<file path="config.mk">
export PLATFORM = sky130hd
export DESIGN_NAME = pcitr_regs
export DESIGN_NICKNAME = d
export VERILOG_FILES = /design/src/rtl/pcitr_pkg.sv /design/src/rtl/pcitr_db_dec.sv /design/src/rtl/pcitr_regs.sv
export VERILOG_INCLUDE_DIRS = /design/src /design/src/rtl
export SDC_FILE = /design/constraint.sdc
export NUM_CORES = 2
export LEC_CHECK = 0
export BUFFER_PORTS_ARGS = -buffer_cell sky130_fd_sc_hd__buf_2
export CORE_UTILIZATION = 37
export DETAILED_ROUTE_END_ITERATION = 10
export HOLD_SLACK_MARGIN = 0.1
export PLACE_DENSITY = 0.62
export SKIP_CTS_REPAIR_TIMING = 1
export SYNTH_ARGS = -nofsm -noshare
export SYNTH_HDL_FRONTEND = slang
export SYNTH_SLANG_ARGS = --single-unit
</file>
<file path="constraint.sdc">
create_clock -name core_clk_i -period 9 [get_ports core_clk_i]
set_clock_uncertainty 0.15 [all_clocks]
set_input_delay 1.35 -clock core_clk_i [delete_from_list [all_inputs] [get_ports core_clk_i]]
set_output_delay 1.35 -clock core_clk_i [all_outputs]
set_load 0.005 [all_outputs]
</file>
<file path="src/rtl/pcitr_consts.svh">
// offsets, field codes and reset values of the transport register bank
`ifndef PCITR_CONSTS_SVH
`define PCITR_CONSTS_SVH

// ==============================================
// bar numbers
`define PCITR_LG_BAR 3'h0
`define PCITR_MEM_BAR 3'h1
`define PCITR_NO_BAR 3'h7
`define PCITR_MAX_BAR 8'h05

// ==============================================
// legacy i/o header, byte offsets
`define PCITR_LG_OFFERED 16'h0000
`define PCITR_LG_ACCFEAT 16'h0004
`define PCITR_LG_QADDR 16'h0008
`define PCITR_LG_QDEPTH 16'h000C
`define PCITR_LG_QSEL 16'h000E
`define PCITR_LG_NOTIFY 16'h0010
`define PCITR_LG_STATUS 16'h0012
`define PCITR_LG_ISR 16'h0013
`define PCITR_LG_CFGVEC 16'h0014
`define PCITR_LG_QVEC 16'h0016
`define PCITR_LG_HDR 16'h0014
`define PCITR_LG_HDR_MSIX 16'h0018

// ==============================================
// memory bar regions, byte offsets
`define PCITR_MEM_ISR 16'h0000
`define PCITR_MEM_STRIDE 16'h0004
`define PCITR_MEM_NLEN 16'h0008
`define PCITR_MEM_NOTIFY 16'h0020
`define PCITR_MEM_DCFG 16'h0040

// ==============================================
// window field codes
`define PCITR_WF_BAR 2'h0
`define PCITR_WF_LEN 2'h1
`define PCITR_WF_OFF 2'h2
`define PCITR_WF_DATA 2'h3

// ==============================================
// cause bits and reset values
`define PCITR_CAUSE_CFG 0
`define PCITR_CAUSE_Q 1
`define PCITR_NO_VECTOR 16'hFFFF
`define PCITR_NUM_QUEUES 2
`define PCITR_QDEPTH 16'h0100
`define PCITR_STRIDE 32'h0000_0004
`define PCITR_DCFG_BYTES 8
`define PCITR_OFFERED 32'h0000_0000
`define PCITR_WIN_LEN_RST 32'h0000_0004

`endif

</file>
<file path="src/rtl/pcitr_pkg.sv">
// types shared by the transport register bank
package pcitr_pkg;

  // ==============================================
  // device control state, one-hot
  typedef enum logic [1:0] {
    PCITR_RUN = 2'b01,
    PCITR_RST = 2'b10
  } pcitr_fsm_t;

  // ==============================================
  // bar access, from the host or from the window
  typedef struct packed {
    logic valid;
    logic write;
    logic [2:0] bar;
    logic [15:0] addr;
    logic [2:0] size;
    logic [31:0] wdata;
  } pcitr_acc_t;

  typedef struct packed {
    logic valid;
    logic [31:0] rdata;
  } pcitr_rsp_t;

  // config-space window field access
  typedef struct packed {
    logic valid;
    logic write;
    logic [1:0] field;
    logic [31:0] wdata;
  } pcitr_win_t;

  typedef struct packed {
    logic valid;
    logic [15:0] qidx;
  } pcitr_db_t;

endpackage : pcitr_pkg

</file>
<file path="src/rtl/pcitr_db_dec.sv">
// doorbell address decoder for the memory notify region
`timescale 1ns/1ns
module pcitr_db_dec #(
  parameter int NQ = 2,
  parameter logic [15:0] BASE = 16'h0020,
  parameter logic [31:0] STRIDE = 32'h0000_0004
) (
  input wire logic [15:0] addr_i,
  output logic hit_o
);
  logic [NQ-1:0] match;

  // ==============================================
  // one compare per queue; the doorbell index of queue q is q
  // a zero stride folds every queue onto the base address
  for (genvar q = 0; q < NQ; q++) begin : g_q
    localparam logic [31:0] QOFF = 32'(q) * STRIDE;
    assign match[q] = (addr_i == BASE + QOFF[15:0]);
  end

  assign hit_o = |match;
endmodule : pcitr_db_dec

</file>
<file path="src/rtl/pcitr_regs.sv">
// register bank of the pci paravirtual transport: cause, doorbells, window
`timescale 1ns/1ns
`include "pcitr_consts.svh"
module pcitr_regs import pcitr_pkg::*; #(
  parameter int NQ = `PCITR_NUM_QUEUES,
  parameter logic [15:0] QDEPTH = `PCITR_QDEPTH,
  parameter logic [31:0] STRIDE = `PCITR_STRIDE,
  parameter int DCFG_BYTES = `PCITR_DCFG_BYTES,
  parameter logic [31:0] OFFERED = `PCITR_OFFERED
) (
  input wire logic core_clk_i,
  input wire logic reset_n_i,
  input wire pcitr_acc_t bar_req_i,
  output pcitr_rsp_t bar_rsp_o,
  input wire pcitr_win_t cfgw_req_i,
  output pcitr_rsp_t cfgw_rsp_o,
  input wire logic [DCFG_BYTES*8-1:0] dev_cfg_i,
  input wire logic msix_en_i,
  input wire logic intx_mask_i,
  input wire logic cfg_change_evt_i,
  input wire logic queue_evt_i,
  output logic intx_o,
  output logic int_status_o,
  output pcitr_db_t doorbell_o,
  output logic dev_reset_o,
  output logic [63:0] accepted_feat_o
);
  localparam int QW = (NQ > 1) ? $clog2(NQ) : 1;
  // reported notify region length
  localparam logic [31:0] NLEN = 32'(NQ - 1) * STRIDE + 32'h0000_0002;

  // ==============================================
  // whole state of the bank
  typedef struct packed {
    pcitr_fsm_t fsm;
    logic [63:0] acc_feat;
    logic [15:0] qsel;
    logic [15:0] notify;
    logic [7:0] status;
    logic [1:0] cause;
    logic [15:0] cfgvec;
    logic [NQ-1:0][31:0] qbase;
    logic [NQ-1:0][15:0] qvec;
    logic [7:0] win_bar;
    logic [31:0] win_len;
    logic [31:0] win_off;
    logic [31:0] win_data;
    logic pend_rd;
    logic pend_wr;
    pcitr_rsp_t bar_rsp;
    pcitr_rsp_t cfgw_rsp;
    pcitr_db_t db;
    logic intx;
    logic int_status;
    logic dev_reset;
  } pcitr_state_t;

  localparam pcitr_state_t S_RST = '{
    fsm: PCITR_RUN,
    cfgvec: `PCITR_NO_VECTOR,
    qvec: {NQ{`PCITR_NO_VECTOR}},
    win_len: `PCITR_WIN_LEN_RST,
    default: '0
  };

  pcitr_state_t s_r;
  pcitr_state_t s_nxt;
  pcitr_acc_t acc;
  logic src_win;
  logic isr_hit;
  logic isr_rd;
  logic do_reset;
  logic db_hit;
  logic qv;
  logic [QW-1:0] qi;
  logic [1:0] set;
  logic [15:0] hdr;
  logic [31:0] rdata;
  logic [31:0] wd_new;
  logic [191:0] lg;
  logic [127:0] memw;

  // ==============================================
  // memory doorbell decode
  pcitr_db_dec #(
    .NQ(NQ),
    .BASE(`PCITR_MEM_NOTIFY),
    .STRIDE(STRIDE)
  ) u_db_dec (
    .addr_i(acc.addr),
    .hit_o(db_hit)
  );

  // ==============================================
  // selected queue and read images
  assign qv = (s_r.qsel < 16'(NQ));
  assign qi = s_r.qsel[QW-1:0];
  // header grows by the two vector fields while msi-x is on
  assign hdr = msix_en_i ? `PCITR_LG_HDR_MSIX : `PCITR_LG_HDR;
  // little-endian legacy header, first field in the low byte
  assign lg = {
    qv ? s_r.qvec[qi] : `PCITR_NO_VECTOR,
    s_r.cfgvec,
    6'h00, s_r.cause,
    s_r.status,
    s_r.notify,
    s_r.qsel,
    qv ? QDEPTH : 16'h0000,
    qv ? s_r.qbase[qi] : 32'h0000_0000,
    s_r.acc_feat[31:0],
    OFFERED
  };
  // memory bar words: cause, stride, notify length; reserved cause bits zero
  assign memw = {32'h0000_0000, NLEN, STRIDE, 24'h00_0000, 6'h00, s_r.cause};

  // ==============================================
  // access source: host bar requests win, a window access waits for a free cycle
  always_comb begin
    acc = bar_req_i;
    src_win = 1'b0;
    if (!bar_req_i.valid && (s_r.pend_rd || s_r.pend_wr)) begin
      src_win = 1'b1;
      acc.valid = 1'b1;
      acc.write = s_r.pend_wr;
      acc.bar = (s_r.win_bar > `PCITR_MAX_BAR) ? `PCITR_NO_BAR : s_r.win_bar[2:0];
      acc.addr = s_r.win_off[15:0];
      acc.size = s_r.win_len[2:0];
      acc.wdata = s_r.win_data;
    end
  end

  // ==============================================
  // byte-wise read: any width sees the same bytes as natural-width reads
  always_comb begin
    logic [15:0] a;
    logic [15:0] off;
    logic [7:0] b;
    a = '0;
    off = '0;
    b = '0;
    rdata = '0;
    wd_new = s_r.win_data;
    isr_hit = 1'b0;
    for (int i = 0; i < 4; i++) begin
      if (3'(i) < acc.size) begin
        a = acc.addr + 16'(i);
        b = 8'h00;
        if (acc.bar == `PCITR_LG_BAR) begin
          if (a < hdr) begin
            b = lg[int'(a[4:0])*8 +: 8];
          end else begin
            off = a - hdr;
            if (off < 16'(DCFG_BYTES)) begin
              b = dev_cfg_i[int'(off)*8 +: 8];
            end
          end
          if (a == `PCITR_LG_ISR) begin
            isr_hit = 1'b1;
          end
        end else if (acc.bar == `PCITR_MEM_BAR) begin
          if (a < 16'h0010) begin
            b = memw[int'(a[3:0])*8 +: 8];
          end else if (a >= `PCITR_MEM_DCFG) begin
            off = a - `PCITR_MEM_DCFG;
            if (off < 16'(DCFG_BYTES)) begin
              b = dev_cfg_i[int'(off)*8 +: 8];
            end
          end
          if (a == `PCITR_MEM_ISR) begin
            isr_hit = 1'b1;
          end
        end
        rdata[i*8 +: 8] = b;
        wd_new[i*8 +: 8] = b;
      end
    end
  end

  assign isr_rd = acc.valid && !acc.write && isr_hit;
  // a queue event only raises its cause bit while msi-x is off
  assign set = {queue_evt_i && !msix_en_i, cfg_change_evt_i};

  // ==============================================
  // next state
  always_comb begin
    s_nxt = s_r;
    do_reset = 1'b0;
    s_nxt.db.valid = 1'b0;
    s_nxt.bar_rsp = '0;
    s_nxt.cfgw_rsp = '0;
    // read clears, but a same-cycle event survives the clear
    s_nxt.cause = (isr_rd ? 2'b00 : s_r.cause) | set;
    case (s_r.fsm)
      PCITR_RUN: begin
        s_nxt.fsm = PCITR_RUN;
      end
      PCITR_RST: begin
        s_nxt.fsm = PCITR_RUN;
      end
      default: begin
        s_nxt.fsm = PCITR_RUN;
      end
    endcase
    if (bar_req_i.valid) begin
      s_nxt.bar_rsp.valid = 1'b1;
      s_nxt.bar_rsp.rdata = bar_req_i.write ? 32'h0000_0000 : rdata;
    end
    // writes; read-only fields ignore them
    if (acc.valid && acc.write && acc.bar == `PCITR_LG_BAR) begin
      case (acc.addr)
        `PCITR_LG_ACCFEAT: begin
          s_nxt.acc_feat = {32'h0000_0000, acc.wdata};
        end
        `PCITR_LG_QADDR: begin
          if (qv) begin
            s_nxt.qbase[qi] = acc.wdata;
          end
        end
        `PCITR_LG_QSEL: begin
          s_nxt.qsel = acc.wdata[15:0];
        end
        `PCITR_LG_NOTIFY: begin
          s_nxt.notify = acc.wdata[15:0];
          s_nxt.db = '{valid: 1'b1, qidx: acc.wdata[15:0]};
        end
        `PCITR_LG_STATUS: begin
          if (acc.wdata[7:0] == 8'h00) begin
            do_reset = 1'b1;
          end else begin
            s_nxt.status = acc.wdata[7:0];
          end
        end
        `PCITR_LG_CFGVEC: begin
          if (msix_en_i) begin
            s_nxt.cfgvec = acc.wdata[15:0];
          end
        end
        `PCITR_LG_QVEC: begin
          if (msix_en_i && qv) begin
            s_nxt.qvec[qi] = acc.wdata[15:0];
          end
        end
        default: begin
        end
      endcase
    end
    if (acc.valid && acc.write && acc.bar == `PCITR_MEM_BAR && db_hit) begin
      s_nxt.db = '{valid: 1'b1, qidx: acc.wdata[15:0]};
    end
    // device reset is done in one cycle, so state reads zero right after
    if (do_reset) begin
      s_nxt.fsm = PCITR_RST;
      s_nxt.acc_feat = S_RST.acc_feat;
      s_nxt.qsel = S_RST.qsel;
      s_nxt.notify = S_RST.notify;
      s_nxt.status = S_RST.status;
      s_nxt.cause = S_RST.cause;
      s_nxt.cfgvec = S_RST.cfgvec;
      s_nxt.qbase = S_RST.qbase;
      s_nxt.qvec = S_RST.qvec;
    end
    // window access finished: a read lands in the data field
    if (src_win) begin
      s_nxt.pend_rd = 1'b0;
      s_nxt.pend_wr = 1'b0;
      if (s_r.pend_rd) begin
        s_nxt.win_data = wd_new;
      end
      s_nxt.cfgw_rsp = '{valid: 1'b1, rdata: s_r.pend_rd ? wd_new : s_r.win_data};
    end
    // window fields in config space
    if (cfgw_req_i.valid) begin
      case (cfgw_req_i.field)
        `PCITR_WF_BAR: begin
          if (cfgw_req_i.write) begin
            s_nxt.win_bar = cfgw_req_i.wdata[7:0];
          end
          s_nxt.cfgw_rsp = '{valid: 1'b1, rdata: {24'h00_0000, s_nxt.win_bar}};
        end
        `PCITR_WF_LEN: begin
          if (cfgw_req_i.write) begin
            s_nxt.win_len = cfgw_req_i.wdata;
          end
          s_nxt.cfgw_rsp = '{valid: 1'b1, rdata: s_nxt.win_len};
        end
        `PCITR_WF_OFF: begin
          if (cfgw_req_i.write) begin
            s_nxt.win_off = cfgw_req_i.wdata;
          end
          s_nxt.cfgw_rsp = '{valid: 1'b1, rdata: s_nxt.win_off};
        end
        `PCITR_WF_DATA: begin
          if (cfgw_req_i.write) begin
            s_nxt.win_data = cfgw_req_i.wdata;
            s_nxt.pend_wr = 1'b1;
          end else begin
            s_nxt.pend_rd = 1'b1;
          end
        end
        default: begin
        end
      endcase
    end
    // legacy interrupt path follows the new cause value
    s_nxt.int_status = (|s_nxt.cause) && !msix_en_i;
    s_nxt.intx = (|s_nxt.cause) && !msix_en_i && !intx_mask_i;
    s_nxt.dev_reset = (s_nxt.fsm == PCITR_RST);
  end

  // ==============================================
  // state register
  always_ff @(posedge core_clk_i) begin
    if (!reset_n_i) begin
      s_r <= S_RST;
    end else begin
      s_r <= s_nxt;
    end
  end

  assign bar_rsp_o = s_r.bar_rsp;
  assign cfgw_rsp_o = s_r.cfgw_rsp;
  assign intx_o = s_r.intx;
  assign int_status_o = s_r.int_status;
  assign doorbell_o = s_r.db;
  assign dev_reset_o = s_r.dev_reset;
  assign accepted_feat_o = s_r.acc_feat;
endmodule : pcitr_regs

</file>
==> metrics.md <==
| Metric | Value |
|---|---|
| Achievable Freq | `153 MHz` |
| Number of vias after detailed routing | `28300` |
| Starting Density | `0.375` |
| Critical path endpoint category | `flop` |
| Cell depth of the worst setup path | `18` |
| Final Hold Violating Endpoints | `0` |
| Via count of the first global-routing pass | `25800` |
| Worst hold path stage count | `2` |
| Drt first pass iters | `10` |
| Clock Sink Count | `378` |
| Overall track demand over capacity in global routing | `0.343` |
| Total clock buffers created by CTS | `43` |
| Max_cap viols | `0` |
| Max-slew violation count | `0` |
| Req. time, crit path | `9390 ps` |
| Final HPWL DP | `99500 um` |
| Detail-routed via count per cell | `6.32` |
| WL final | `133000 um` |
| R2R Path Start | `s_r[87]` |
| Setup slack on the worst flop-to-flop path | `2770 ps` |
| Area share of the leading cell type in the synthesized netlist | `0.276` |
| Met3 routing resource usage after global routing | `0.0658` |
| Synth Instances | `3487` |
| Buf/Inv on CP | `5` |
| Slew at the pin closest to its max-slew limit | `1290 ps` |
| Standard cell core area | `0.0731 mm^2` |
| Number of antenna violations at the first check in global routing | `8` |
| Cells taking the most area after synthesis | `sky130_fd_sc_hd__dfxtp_1 28%, sky130_fd_sc_hd__mux2i_1 8.8%, sky130_fd_sc_hd__nand2_1 7.8%` |
| Maximum ir drop on the vdd rail | `127 uV` |
| CP top delay family | `simple AND/OR/NAND/NOR gates` |
| Hold_sp | `s_r[159]` |
| Worst EP arrival | `6920 ps` |
| Synthesis-stage register bit count | `378` |
| Max Root-Sink Buffers | `3` |
| Outcome | `complete, but fails checks` |
| Cell count after placement | `4402` |
| Synth Cell Area | `0.0274 mm^2` |
| Pwr dens | `154 mW/mm^2` |
| Global-route wire length before repair | `188000 um` |
| Most repeated library cell on the critical path | `sky130_fd_sc_hd__inv_1` |
| Final core utilization | `0.412` |
| Startpoint type of the worst setup path | `input pin` |
| H-tree depth | `2` |
| Detailed-route DRC error count | `36` |
| Clock root buffer | `sky130_fd_sc_hd__clkbuf_16` |
| Tightest Hold Check Type | `reg2reg` |
| Final total power | `4650 uW` |
| Area of the die | `0.0752 mm^2` |
| Met2 capacity usage during global routing | `0.532` |
| Critical-path cell list | `buf_2 > o21bai_4 > buf_4 > mux2i_2 > inv_1 > ha_1 > inv_1 > o21ai_0 > and2_1 > clkinv_1 > fa_1 > nand2b_1 > o22a_1 > or2_2 > o22ai_1 > a221oi_1 > or3_1 > a21oi_1` |
| Remaining global-route overflow | `0` |
| Cell row count | `99` |
| Wire per inst | `29.7 um` |
| Worst-path clk slew | `60 ps` |
| Commonest non-fill, non-tap cells in the layout | `570 x sky130_fd_sc_hd__nand2_1, 377 x sky130_fd_sc_hd__dfxtp_1, 307 x sky130_fd_sc_hd__nor2_1` |
| Skew-Pair Late Insertion Delay | `610 ps` |
| Main synth FF type | `sky130_fd_sc_hd__dfxtp_1` |
| Clock period minus worst slack | `6530 ps` |
| Number of input and output port buffers inserted | `279` |
| Critical R2R Capture | `cfgw_rsp_o[15]` |
| Top-level port count | `312` |
| GR Util met1 | `0.419` |
| Leakage power | `0.0114 uW` |
| Register-to-Register Path Depth | `17` |
| ANT nets after route | `0` |
| Worst relative slew slack | `0.132` |
| Syn. warnings | `0` |
| Final RePlAce weighted congestion | `1.09` |
| Largest fanout on the critical path | `29` |
| Final worst path period share | `0.725` |
| Post-synth EDFFs | `0` |
| Pre-CTS setup slack | `2050 ps` |
| Die Span Y | `274 um` |
| Synth-to-Final Area Change | `9.74%` |
| Leading cell type in the layout, fill and taps excluded | `sky130_fd_sc_hd__nand2_1` |
| Busiest layer in global routing | `met2` |
| Fill cell instance count of the final layout | `7523` |
| Min setup slack post-route | `2470 ps` |
| Max incr delay on CP | `750 ps` |
| Diode count | `0` |
| Syn avg cell area | `7.86 um^2` |
| Post-layout nets | `3667` |
| CP Class | `in2reg` |
| CTS tree | `yes` |
| Setup TNS after final layout | `0 ps` |
| Violation count after the first detailed-route iteration | `3363` |
| Proportion of register bits with asynchronous set or reset after synthesis | `0` |
| Number of library cell types mapped by synthesis | `107` |
| Sequential share of the synthesized area | `0.276` |
| Library cell occupying the most area in the post-synthesis netlist | `sky130_fd_sc_hd__dfxtp_1` |
| Fraction of final layout cells sized beyond drive strength 1 | `0.181` |
| Number of setup violations in the final report | `0` |
| Cell Count, Final, Fillers Out | `4479` |
| Cell with the largest stage delay on the worst path | `sky130_fd_sc_hd__ha_1` |
| Unrepaired setup endpoints after global routing | `false` |
| Horizontal extent of the die | `274 um` |
| Violated checks | `design-rule violations` |
| Largest net degree at the start of global routing | `115` |
| Endpoint, Worst Hold | `s_r[159]` |
[worst register-to-register path, delay by kind of cell, from the launching register on]
family / cells / cell delay, ps
adders and majority gates: 2 / 1280
and+or+nand+nor: 4 / 1470
AOI/OAI and AO/OA: 6 / 1400
muxes: 1 / 140
DFF: 1 / 490
buffers and inverters: 4 / 1230
[report_power, final]
| group | total (uW) | switching (uW) | internal (uW) | leakage, uW |
|---|---|---|---|---|
| sequential | 1720 | 25.3 | 1690 | 0.00306 |
| combinational | 1010 | 718 | 293 | 0.00762 |
| clock | 1920 | 793 | 1120 | 0.000744 |
| total | 4650 | 1540 | 3110 | 0.0114 |
[worst max path at each step]
stage | from | endpoint | slack, ps
4_1_cts | bar_req_i[55] | s_r[103] | 2670
5_1_grt | bar_req_i[55] | s_r[103] | 2050
2_1_floorplan | bar_req_i[55] | s_r[115] | 2060
6_report | bar_req_i[55] | cfgw_rsp_o[15] | 2470
3_5_place_dp | bar_req_i[55] | s_r[103] | 2050
3_3_place_gp | bar_req_i[55] | s_r[98] | 2260
[through the flow]
stage	hold WS (ps)	instance area, um^2
2_1_floorplan	282	27500
3_3_place_gp	290	28600
3_5_place_dp	295	28600
4_1_cts	304	30100
5_1_grt	320	30100
6_report	302	30100
[cells in the mapped netlist (14+ instances only)]
| cell type | instances |
|---|---|
| sky130_fd_sc_hd__nand2_1 | 570 |
| sky130_fd_sc_hd__buf_4 | 157 |
| sky130_fd_sc_hd__o21a_1 | 17 |
| sky130_fd_sc_hd__nor3_1 | 77 |
| sky130_fd_sc_hd__mux2i_1 | 242 |
| sky130_fd_sc_hd__or3_1 | 18 |
| sky130_fd_sc_hd__nor2b_1 | 16 |
| sky130_fd_sc_hd__a211oi_1 | 184 |
| sky130_fd_sc_hd__xor2_1 | 15 |
| sky130_fd_sc_hd__nor2_1 | 307 |
| sky130_fd_sc_hd__o211ai_1 | 48 |
| sky130_fd_sc_hd__a31oi_1 | 66 |
| sky130_fd_sc_hd__o2111ai_1 | 14 |
| sky130_fd_sc_hd__and2_1 | 18 |
| sky130_fd_sc_hd__nor4_1 | 26 |
| sky130_fd_sc_hd__nand3_1 | 82 |
| sky130_fd_sc_hd__o21ai_0 | 150 |
| sky130_fd_sc_hd__a22oi_1 | 25 |
| sky130_fd_sc_hd__and3_1 | 57 |
| sky130_fd_sc_hd__mux2_2 | 40 |
| sky130_fd_sc_hd__nand4_1 | 28 |
| sky130_fd_sc_hd__dfxtp_1 | 378 |
| sky130_fd_sc_hd__buf_1 | 36 |
| sky130_fd_sc_hd__buf_2 | 69 |
| sky130_fd_sc_hd__o31ai_1 | 16 |
| sky130_fd_sc_hd__or2_2 | 15 |
| sky130_fd_sc_hd__xnor2_1 | 23 |
| sky130_fd_sc_hd__o22ai_1 | 37 |
| sky130_fd_sc_hd__a221oi_1 | 21 |
| sky130_fd_sc_hd__a21oi_1 | 178 |
| sky130_fd_sc_hd__mux4_2 | 60 |
| sky130_fd_sc_hd__clkbuf_1 | 168 |
| sky130_fd_sc_hd__inv_1 | 41 |
[layout make-up]
| class | instances | area, um^2 | share of cell area |
|---|---|---|---|
| multi-input cells | 2653 | 17500 | 0.583 |
| clock buffers | 57 | 1210 | 0.0402 |
| repair buffers | 364 | 2070 | 0.0689 |
| inverters | 48 | 189 | 0.00628 |
| well taps | 959 | 1200 | 0.0399 |
| clock inverters | 20 | 303 | 0.0101 |
| flip-flops and latches | 378 | 7570 | 0.252 |
[kinds of logic after synthesis]
family | after synthesis | synth area share
muxes | 362 | 0.166
DFF | 378 | 0.276
AOI/OAI and AO/OA | 922 | 0.229
buffers and inverters | 487 | 0.0936
and+or+nand+nor | 1279 | 0.213
xor gates and xnor gates | 41 | 0.0142
other | 1 | 0.000137
adders and majority gates | 17 | 0.00886
[metal layers]
layer	part of all wire	vias to the layer above
met5	0.00050	-
met1	0.38	13700
li1	-	12600
met3	0.089	406
met4	0.088	10
met2	0.44	1614
Note: power is estimated with default switching activity, not from simulation.
